===== config.mk =====
export PLATFORM = sky130hd
export DESIGN_NAME = nrf_top
export DESIGN_NICKNAME = d
export VERILOG_FILES = /design/src/hw/nrf_pkg.sv /design/src/hw/nrf_addr_map.sv /design/src/hw/nrf_ptr_inc.sv /design/src/hw/nrf_top.sv
export SDC_FILE = /design/constraint.sdc
export NUM_CORES = 2
export LEC_CHECK = 0
export BUFFER_PORTS_ARGS = -buffer_cell sky130_fd_sc_hd__buf_2
export CAP_MARGIN = 20
export CORE_MARGIN = 2
export CORE_UTILIZATION = 40
export CTS_CLUSTER_DIAMETER = 60
export DETAILED_ROUTE_END_ITERATION = 7
export SLEW_MARGIN = 10
export SYNTH_ARGS = -nofsm -noshare
export SYNTH_HDL_FRONTEND = slang
export SYNTH_SLANG_ARGS = --single-unit

===== constraint.sdc =====
create_clock -name core_clk -period 10.18 [get_ports core_clk]
set_clock_uncertainty 0.05 [all_clocks]
set_input_delay 2.036 -clock core_clk [delete_from_list [all_inputs] [get_ports core_clk]]
set_output_delay 2.036 -clock core_clk [all_outputs]
set_load 0.02 [all_outputs]

===== src/hw/nrf_pkg.sv =====
// nrf_pkg: constants, types and shared functions of the nibble register file.
// assumes one core clock and a core that issues at most one access per cycle.
package nrf_pkg;
    localparam int           NRF_RF_SIZE    = 128;
    localparam int           NRF_CTRL_N     = 64;
    localparam int           NRF_DM_N       = 256;
    localparam int           NRF_SYS_N      = 12;
    localparam logic [6:0]   NRF_CTRL_LAST  = 7'h3F;
    localparam logic [6:0]   NRF_ALIAS_LO   = 7'h40;
    localparam logic [6:0]   NRF_SYS_FIRST  = 7'h74;
    localparam logic [6:0]   NRF_WIN_ADDR   = 7'h78;
    localparam logic [6:0]   NRF_BANK_ADDR  = 7'h79;
    localparam logic [6:0]   NRF_IX_ADDR    = 7'h7A;
    localparam logic [6:0]   NRF_RP_ADDR    = 7'h7D;
    localparam logic [3:0]   NRF_AR_IDX     = 4'h0;
    localparam logic [3:0]   NRF_WIN_IDX    = 4'(NRF_WIN_ADDR - NRF_SYS_FIRST);
    localparam logic [3:0]   NRF_BANK_IDX   = 4'(NRF_BANK_ADDR - NRF_SYS_FIRST);
    localparam logic [3:0]   NRF_IX_IDX     = 4'(NRF_IX_ADDR - NRF_SYS_FIRST);
    localparam logic [3:0]   NRF_RP_IDX     = 4'(NRF_RP_ADDR - NRF_SYS_FIRST);
    localparam logic [15:0]  NRF_AR_MASK    = 16'h03FF;
    localparam logic [15:0]  NRF_IX_MASK    = 16'h07FF;
    localparam logic [3:0]   NRF_BANK_MASK  = 4'h1;
    localparam logic [3:0]   NRF_NIB_RST    = 4'h0;
    localparam logic [63:0]  NRF_CTRL_USED  = 64'h0000_000F_001E_07FF;
    localparam logic [63:0]  NRF_CTRL_RO    = 64'h0000_0008_0010_0400;
    localparam logic [255:0] NRF_CTRL_WMASK =
        256'h0000_0000_0000_0000_0000_0000_0000_FFFF_0000_0000_0000_FFFF_0000_0000_0FF7_76F9;

    typedef enum logic [2:0] {
        NRF_DM_RD, NRF_DM_WR, NRF_FILE_RD, NRF_FILE_WR,
        NRF_GR_RD, NRF_GR_WR, NRF_INC_AR, NRF_INC_IX
    } nrf_op_e;
    typedef enum logic [1:0] {TGT_NONE, TGT_DM, TGT_SYS, TGT_CTRL} nrf_kind_e;
    typedef struct packed {
        logic       valid;
        nrf_op_e    op;
        logic [6:0] addr;
        logic [3:0] wdata;
    } nrf_req_s;
    typedef struct packed {
        logic       ack;
        logic [3:0] rdata;
    } nrf_rsp_s;
    typedef struct packed {
        nrf_kind_e  kind;
        logic [7:0] idx;
    } nrf_tgt_s;

    // implemented bits of each system nibble; the rest are tied to zero
    function automatic logic [3:0] nrf_sys_mask(input logic [3:0] i);
        int k;
        k = int'(i);
        if (k <= 3)
            return NRF_AR_MASK[4*(3-k)+:4];
        else if (k == int'(NRF_BANK_IDX))
            return NRF_BANK_MASK;
        else if (k >= int'(NRF_IX_IDX) && k <= int'(NRF_IX_IDX) + 2)
            return NRF_IX_MASK[4*(int'(NRF_IX_IDX)+2-k)+:4];
        else
            return 4'hF;
    endfunction

    function automatic logic [3:0] nrf_ctrl_mask(input logic [5:0] i);
        return NRF_CTRL_WMASK[4*int'(i)+:4];
    endfunction
endpackage


===== src/hw/nrf_addr_map.sv =====
// nrf_addr_map: resolves an access to control, system or banked data storage.
// assumes the request and pointers come from logic on the same clock.
`timescale 1ns/1ps
module nrf_addr_map
    import nrf_pkg::*;
(
    input  nrf_pkg::nrf_req_s req,
    input  wire logic         bank,
    input  wire logic [3:0]   row_ptr,
    output nrf_pkg::nrf_tgt_s tgt
);
    logic [6:0] a;
    logic       b;
    logic       dm_space;

    always_comb
    begin
        a        = req.addr;
        b        = bank;
        dm_space = 1'b1;
        tgt      = '{kind: TGT_NONE, idx: 8'h00};
        unique case (req.op)
            NRF_GR_RD, NRF_GR_WR:
            begin
                a = {row_ptr[2:0], req.addr[3:0]};
                b = row_ptr[3];
            end
            NRF_FILE_RD, NRF_FILE_WR:
            begin
                if (req.addr <= NRF_CTRL_LAST)
                begin
                    dm_space = 1'b0;
                    tgt      = '{kind: TGT_CTRL, idx: {1'b0, req.addr}};
                end
            end
            NRF_INC_AR, NRF_INC_IX:
                dm_space = 1'b0;
            default:
                a = req.addr;
        endcase
        // file ops above 3Fh land here; from 40h to 73h they follow the current bank
        if (dm_space)
        begin
            if (a >= NRF_SYS_FIRST)
                tgt = '{kind: TGT_SYS, idx: {4'h0, 4'(a - NRF_SYS_FIRST)}};
            else
                tgt = '{kind: TGT_DM, idx: {b, a}};
        end
    end
endmodule


===== src/hw/nrf_ptr_inc.sv =====
// nrf_ptr_inc: increment of a pointer that has fixed-zero bits.
// assumes the pointer value already has its fixed bits at zero.
`timescale 1ns/1ps
module nrf_ptr_inc
(
    input  wire logic [15:0] val,
    input  wire logic [15:0] mask,
    output logic      [15:0] nxt
);
    // all implemented bits set: every bit goes to zero
    assign nxt = ((val & mask) == mask) ? 16'h0000 : ((val + 16'h0001) & mask);
endmodule


===== src/hw/nrf_top.sv =====
// nrf_top: nibble register file with control area, banked data memory,
// system nibbles (pointers, window, bank, row pointer) and working row.
// assumes the core holds each request for one cycle and reads rsp next cycle.
`timescale 1ns/1ps
module nrf_top
    import nrf_pkg::*;
(
    input  wire logic                        core_clk,
    input  wire logic                        reset,
    input  nrf_pkg::nrf_req_s                req,
    input  wire logic [4*nrf_pkg::NRF_CTRL_N-1:0] ro_status,
    output nrf_pkg::nrf_rsp_s                rsp,
    output logic [4*nrf_pkg::NRF_CTRL_N-1:0] ctrl_file,
    output logic                             cur_bank
);
    import nrf_pkg::*;

    logic [3:0]  dm [NRF_DM_N];
    logic [3:0]  sys [NRF_SYS_N];
    logic [3:0]  ctrl [NRF_CTRL_N];
    nrf_tgt_s    tgt;
    logic [3:0]  rd_c;
    logic [3:0]  wd_c;
    logic        we_c;
    logic        ctrl_wr_ok;
    logic [15:0] ar_val;
    logic [15:0] ix_val;
    logic [15:0] next_ar;
    logic [15:0] next_ix;
    logic [5:0]  cidx;

    assign ar_val   = {sys[NRF_AR_IDX], sys[NRF_AR_IDX+4'h1], sys[NRF_AR_IDX+4'h2], sys[NRF_AR_IDX+4'h3]};
    assign ix_val   = {4'h0, sys[NRF_IX_IDX], sys[NRF_IX_IDX+4'h1], sys[NRF_IX_IDX+4'h2]};
    assign cur_bank = sys[NRF_BANK_IDX][0];
    assign cidx     = tgt.idx[5:0];

    nrf_addr_map u_map
    (
        .req     (req),
        .bank    (cur_bank),
        .row_ptr (sys[NRF_RP_IDX]),
        .tgt     (tgt)
    );

    nrf_ptr_inc u_ar_inc
    (
        .val  (ar_val),
        .mask (NRF_AR_MASK),
        .nxt  (next_ar)
    );

    nrf_ptr_inc u_ix_inc
    (
        .val  (ix_val),
        .mask (NRF_IX_MASK),
        .nxt  (next_ix)
    );

    // read path shared by data, working row and file reads
    always_comb
    begin
        rd_c = 4'h0;
        unique case (tgt.kind)
            TGT_DM:
                rd_c = dm[tgt.idx];
            TGT_SYS:
                rd_c = sys[tgt.idx[3:0]];
            TGT_CTRL:
            begin
                // unused nibbles read zero; any value would do
                if (NRF_CTRL_USED[cidx] && NRF_CTRL_RO[cidx])
                    rd_c = ro_status[4*int'(cidx)+:4];
                else if (NRF_CTRL_USED[cidx])
                    rd_c = ctrl[cidx];
            end
            TGT_NONE:
                rd_c = 4'h0;
        endcase
    end

    always_comb
    begin
        we_c = req.valid && (req.op == NRF_DM_WR || req.op == NRF_GR_WR || req.op == NRF_FILE_WR);
        // file write takes its data from the window nibble only
        wd_c = (req.op == NRF_FILE_WR) ? sys[NRF_WIN_IDX] : req.wdata;
        ctrl_wr_ok = NRF_CTRL_USED[cidx] && !NRF_CTRL_RO[cidx];
    end

    // banked data memory; file ops from 40h to 73h share it with data ops
    always_ff @(posedge core_clk)
    begin
        if (reset)
        begin
            for (int i = 0; i < NRF_DM_N; i++)
                dm[i] <= NRF_NIB_RST;
        end
        else if (we_c && tgt.kind == TGT_DM)
        begin
            dm[tgt.idx] <= wd_c;
        end
    end

    // system nibbles: one write source per cycle, fixed bits masked off
    always_ff @(posedge core_clk)
    begin
        if (reset)
        begin
            for (int i = 0; i < NRF_SYS_N; i++)
                sys[i] <= NRF_NIB_RST;
        end
        else if (req.valid && req.op == NRF_FILE_RD)
        begin
            sys[NRF_WIN_IDX] <= rd_c;
        end
        else if (req.valid && req.op == NRF_INC_AR)
        begin
            for (int n = 0; n < 4; n++)
                sys[int'(NRF_AR_IDX)+n] <= next_ar[4*(3-n)+:4];
        end
        else if (req.valid && req.op == NRF_INC_IX)
        begin
            for (int n = 0; n < 3; n++)
                sys[int'(NRF_IX_IDX)+n] <= next_ix[4*(2-n)+:4];
        end
        else if (we_c && tgt.kind == TGT_SYS)
        begin
            sys[tgt.idx[3:0]] <= wd_c & nrf_sys_mask(tgt.idx[3:0]);
        end
    end

    // control area: no bank term anywhere, file writes only
    always_ff @(posedge core_clk)
    begin
        if (reset)
        begin
            for (int i = 0; i < NRF_CTRL_N; i++)
                ctrl[i] <= NRF_NIB_RST;
        end
        else if (we_c && tgt.kind == TGT_CTRL && ctrl_wr_ok)
        begin
            ctrl[cidx] <= wd_c & nrf_ctrl_mask(cidx);
        end
    end

    always_comb
    begin
        for (int i = 0; i < NRF_CTRL_N; i++)
            ctrl_file[4*i+:4] = ctrl[i];
    end

    always_ff @(posedge core_clk)
    begin
        if (reset)
        begin
            rsp <= '{ack: 1'b0, rdata: 4'h0};
        end
        else
        begin
            rsp.ack   <= req.valid;
            rsp.rdata <= rd_c;
        end
    end
endmodule


==> impl_metrics.tcl <==
set metrics [dict create \
    status "finished, violations left" \
    violations "DRC" \
    p_comb_share_pct 10.8 \
    port_buffers 422 \
    grt_usage_pct 30.1 \
    ant_nets 0 \
    grt_pass1_vias 44500 \
    cap_viol_max_count 0 \
    fmax_ghz 0.122 \
    seq_area_frac_synth_pct 65.7 \
    synth_cells 5236 \
    yosys_warnings 0 \
    tritoncts "built" \
    wl_per_cell_um 30.6 \
    synth_ff_type "edfxtp_1" \
    gp_congestion 0.997 \
    drt_iter0_drc 7501 \
    grt.overflow.total 0 \
    final_common_cell "edfxtp_1" \
    cts.sinks 1341 \
    ys_ff_latch 1341 \
    path_clk_slew_ns 0.06 \
    post_cts_buffers 0 \
    hpwl_um 157000 \
    synth_fa_ha_area_share_pct 0.286 \
    synth_mux_area_share_pct 4.62 \
    core_mm2 0.152 \
    hold_class "flip-flop to flip-flop" \
    cts_root_buf "clkbuf_16" \
    critPathLaunchType "input pin" \
    hold_violations 0 \
    die-area_mm2 0.156 \
    grt_max_degree 88 \
    clockPowerShare_pct 40.5 \
    fin_crit_ns 8.16 \
    drc 1 \
    synth_top_family_by_area "simple AND/OR/NAND/NOR gates" \
    rows 143 \
    areaGrowthSynthToFinish_pct 16.2 \
    grt_pass1_wl_um 334000 \
    slew_viol_final 0 \
    synth-edff-count 1336 \
    postCtsResizedCells 0 \
    endpoint_kind "flip-flop" \
    postCtsHoldBufs 0 \
    p_int_mw 9.66 \
    die_w_um 395 \
    yosysUniqueCellTypes 102 \
    power_density_mw_per_mm2 184 \
    io_pins 535 \
    fill_cells 13700 \
    yosys.area_share.simple_pct 15.1 \
    nets 6013 \
    period_share_pct 80.2 \
    die_h_um 395 \
    slew_headroom_pct 14.7 \
    via_per_inst 6.04 \
    p_seq_share_pct 48.7 \
    p_sw_mw 3.46 \
    clock_path_buffers 3 \
    tightest_slew_ns 1.28 \
    synth_area_mm2 0.0612 \
    cts_buffers 149 \
    start_util_pct 40.3 \
    required_ns 10.62 \
    rsz0062_at_grt "false" \
    synth_xor_xnor_area_share_pct 0.272 \
    clk_latency_ns 0.80 \
    finalSetupViolations 0 \
    routed_wl_um 241000 \
    antenna_found_initial 9 \
    tns_ns 0 \
    p_leak_nw 25.5 \
    cp.arrival_ns 8.60 \
    post-route-util_pct 46.9 \
    most-common-layout-cells "edfxtp_1, nor2_1, nand2_1" \
    synth-compound-area-share_pct 10.6 \
    h-tree-depth 4 \
    vias 47600 \
    peakVddDrop_mv 0.165 \
    synth_area_per_cell_um2 11.7 \
    path_class "input pin to flip-flop" \
    async_flop_share_pct 0 \
    drive_gt1_share_pct 16.3 \
    switching_share_pct 26.4 \
    drt-pass1-iter-count 8 \
    worstPathMaxFanout 12 \
]
-- cells by family (layout without fill, tap and decap cells) --
group / count (synthesis) / after routing
other: 1 / 236
multiplexers: 241 / 241
AO/OA/AOI/OAI: 896 / 896
adder cells (fa/ha/maj): 14 / 14
flip-flops: 1341 / 1341
buffers and inverters: 498 / 872
AND/OR/NAND/NOR: 2226 / 2226
XOR/XNOR: 19 / 19
-- synth_stat cells, types with 13 or more instances --
| cell type | count | area (um^2) |
|---|---|---|
| nor2_1 | 1258 | 4720 |
| ha_1 | 14 | 175 |
| o21bai_1 | 176 | 1320 |
| nor3_1 | 63 | 315 |
| a222oi_1 | 63 | 631 |
| mux4_2 | 28 | 631 |
| o21ai_0 | 58 | 290 |
| mux2i_1 | 175 | 1750 |
| nand4_1 | 15 | 93.8 |
| clkbuf_1 | 344 | 1290 |
| and3_1 | 28 | 175 |
| nor2b_1 | 18 | 113 |
| a21oi_1 | 134 | 671 |
| edfxtp_1 | 1336 | 40100 |
| buf_2 | 78 | 390 |
| nor4_1 | 18 | 113 |
| a211oi_1 | 32 | 240 |
| o31ai_1 | 13 | 97.6 |
| a22oi_1 | 121 | 908 |
| nand2b_1 | 108 | 676 |
| buf_1 | 45 | 169 |
| a22o_1 | 21 | 184 |
| a31oi_1 | 26 | 163 |
| o22ai_1 | 105 | 657 |
| mux2_2 | 35 | 394 |
| o221ai_1 | 15 | 131 |
| nand3_1 | 101 | 505 |
| xnor2_1 | 13 | 114 |
| a221oi_1 | 20 | 175 |
| nand2_1 | 563 | 2110 |
-- stage by stage --
stage	worst slack [ns]	hold WS, ns	cells	area (um^2)	power (mW)
2_1_floorplan	4.14	0.556	5463	62100	7.21
3_3_place_gp	1.72	0.600	7599	66300	7.84
3_5_place_dp	1.70	0.615	7600	66300	7.86
4_1_cts	2.54	0.623	7862	71100	13.1
5_1_grt	2.24	0.665	7870	71200	13.4
6_report	2.02	0.626	7875	71200	13.1
-- power by group through the flow --
| stage | Combinational, mW | Sequential [mW] | Clock [mW] |
|---|---|---|---|
| detailed placement | 1.35 | 6.51 | 0 |
| finish | 1.41 | 6.39 | 5.31 |
| global placement | 1.34 | 6.50 | 0 |
| CTS | 1.35 | 6.39 | 5.34 |
| floorplan | 0.644 | 6.57 | 0 |
| global route | 1.43 | 6.41 | 5.54 |
-- path summary, 6_finish.rpt --
check | slack (ns) | from | depth (start not counted) | end
worst max-delay path | 2.02 | req[13] | 13 | sys[14][1]$_DFFE_PP_
worst min-delay path | 0.63 | sys[3][0]$_DFFE_PP_ | 1 | sys[3][0]$_DFFE_PP_
worst max register to register | 3.83 | sys[9][1]$_SDFFCE_PN0P_ | 12 | sys[14][1]$_DFFE_PP_
worst min register to register | 0.63 | sys[3][0]$_DFFE_PP_ | 1 | sys[3][0]$_DFFE_PP_
-- worst max-delay path, cell delays in order --
cell and delay (ns):
buf_2 0.23, nor2b_1 0.83, mux2i_4 0.63, and3_1 0.89, nor3_4 0.28, buf_4 0.27
a222oi_1 0.34, nand3_1 0.18, a21oi_1 0.33, nor4bb_1 1.09, o22ai_1 0.38, nor4b_2 0.86
o31ai_1 0.22
-- metal layers --
| metal | global-route usage (%) | up-vias | wire length (um) | part of all wire, % |
|---|---|---|---|---|
| met3 | 8.77 | 734 | 32900 | 14 |
| met5 | 0 | - | 22 | 0.0091 |
| met2 | 45.6 | 3720 | 106000 | 44 |
| li1 | - | 19900 | - | - |
| met4 | 15.7 | 4 | 14300 | 5.9 |
| met1 | 39.1 | 23300 | 87600 | 36 |
-- sequential cells by signal, indices dropped and copies added, names as in the netlist --
signal / cells
ctrl: 256
dm: 1016
rsp: 5
sys: 64
-- layout make-up --
| class | instances | area (um^2) | area share, % |
|---|---|---|---|
| Clock inverter | 89 | 866 | 1.22 |
| Tap cell | 2030 | 2540 | 3.57 |
| Clock buffer | 173 | 3880 | 5.45 |
| Timing Repair Buffer | 594 | 3500 | 4.91 |
| Inverter | 16 | 67.6 | 0.0949 |
| Sequential cell | 1341 | 40200 | 56.5 |
| Antenna cell | 8 | 20.0 | 0.0281 |
| Multi-Input combinational cell | 3624 | 20100 | 28.2 |
(Power assumes the default switching activity.)
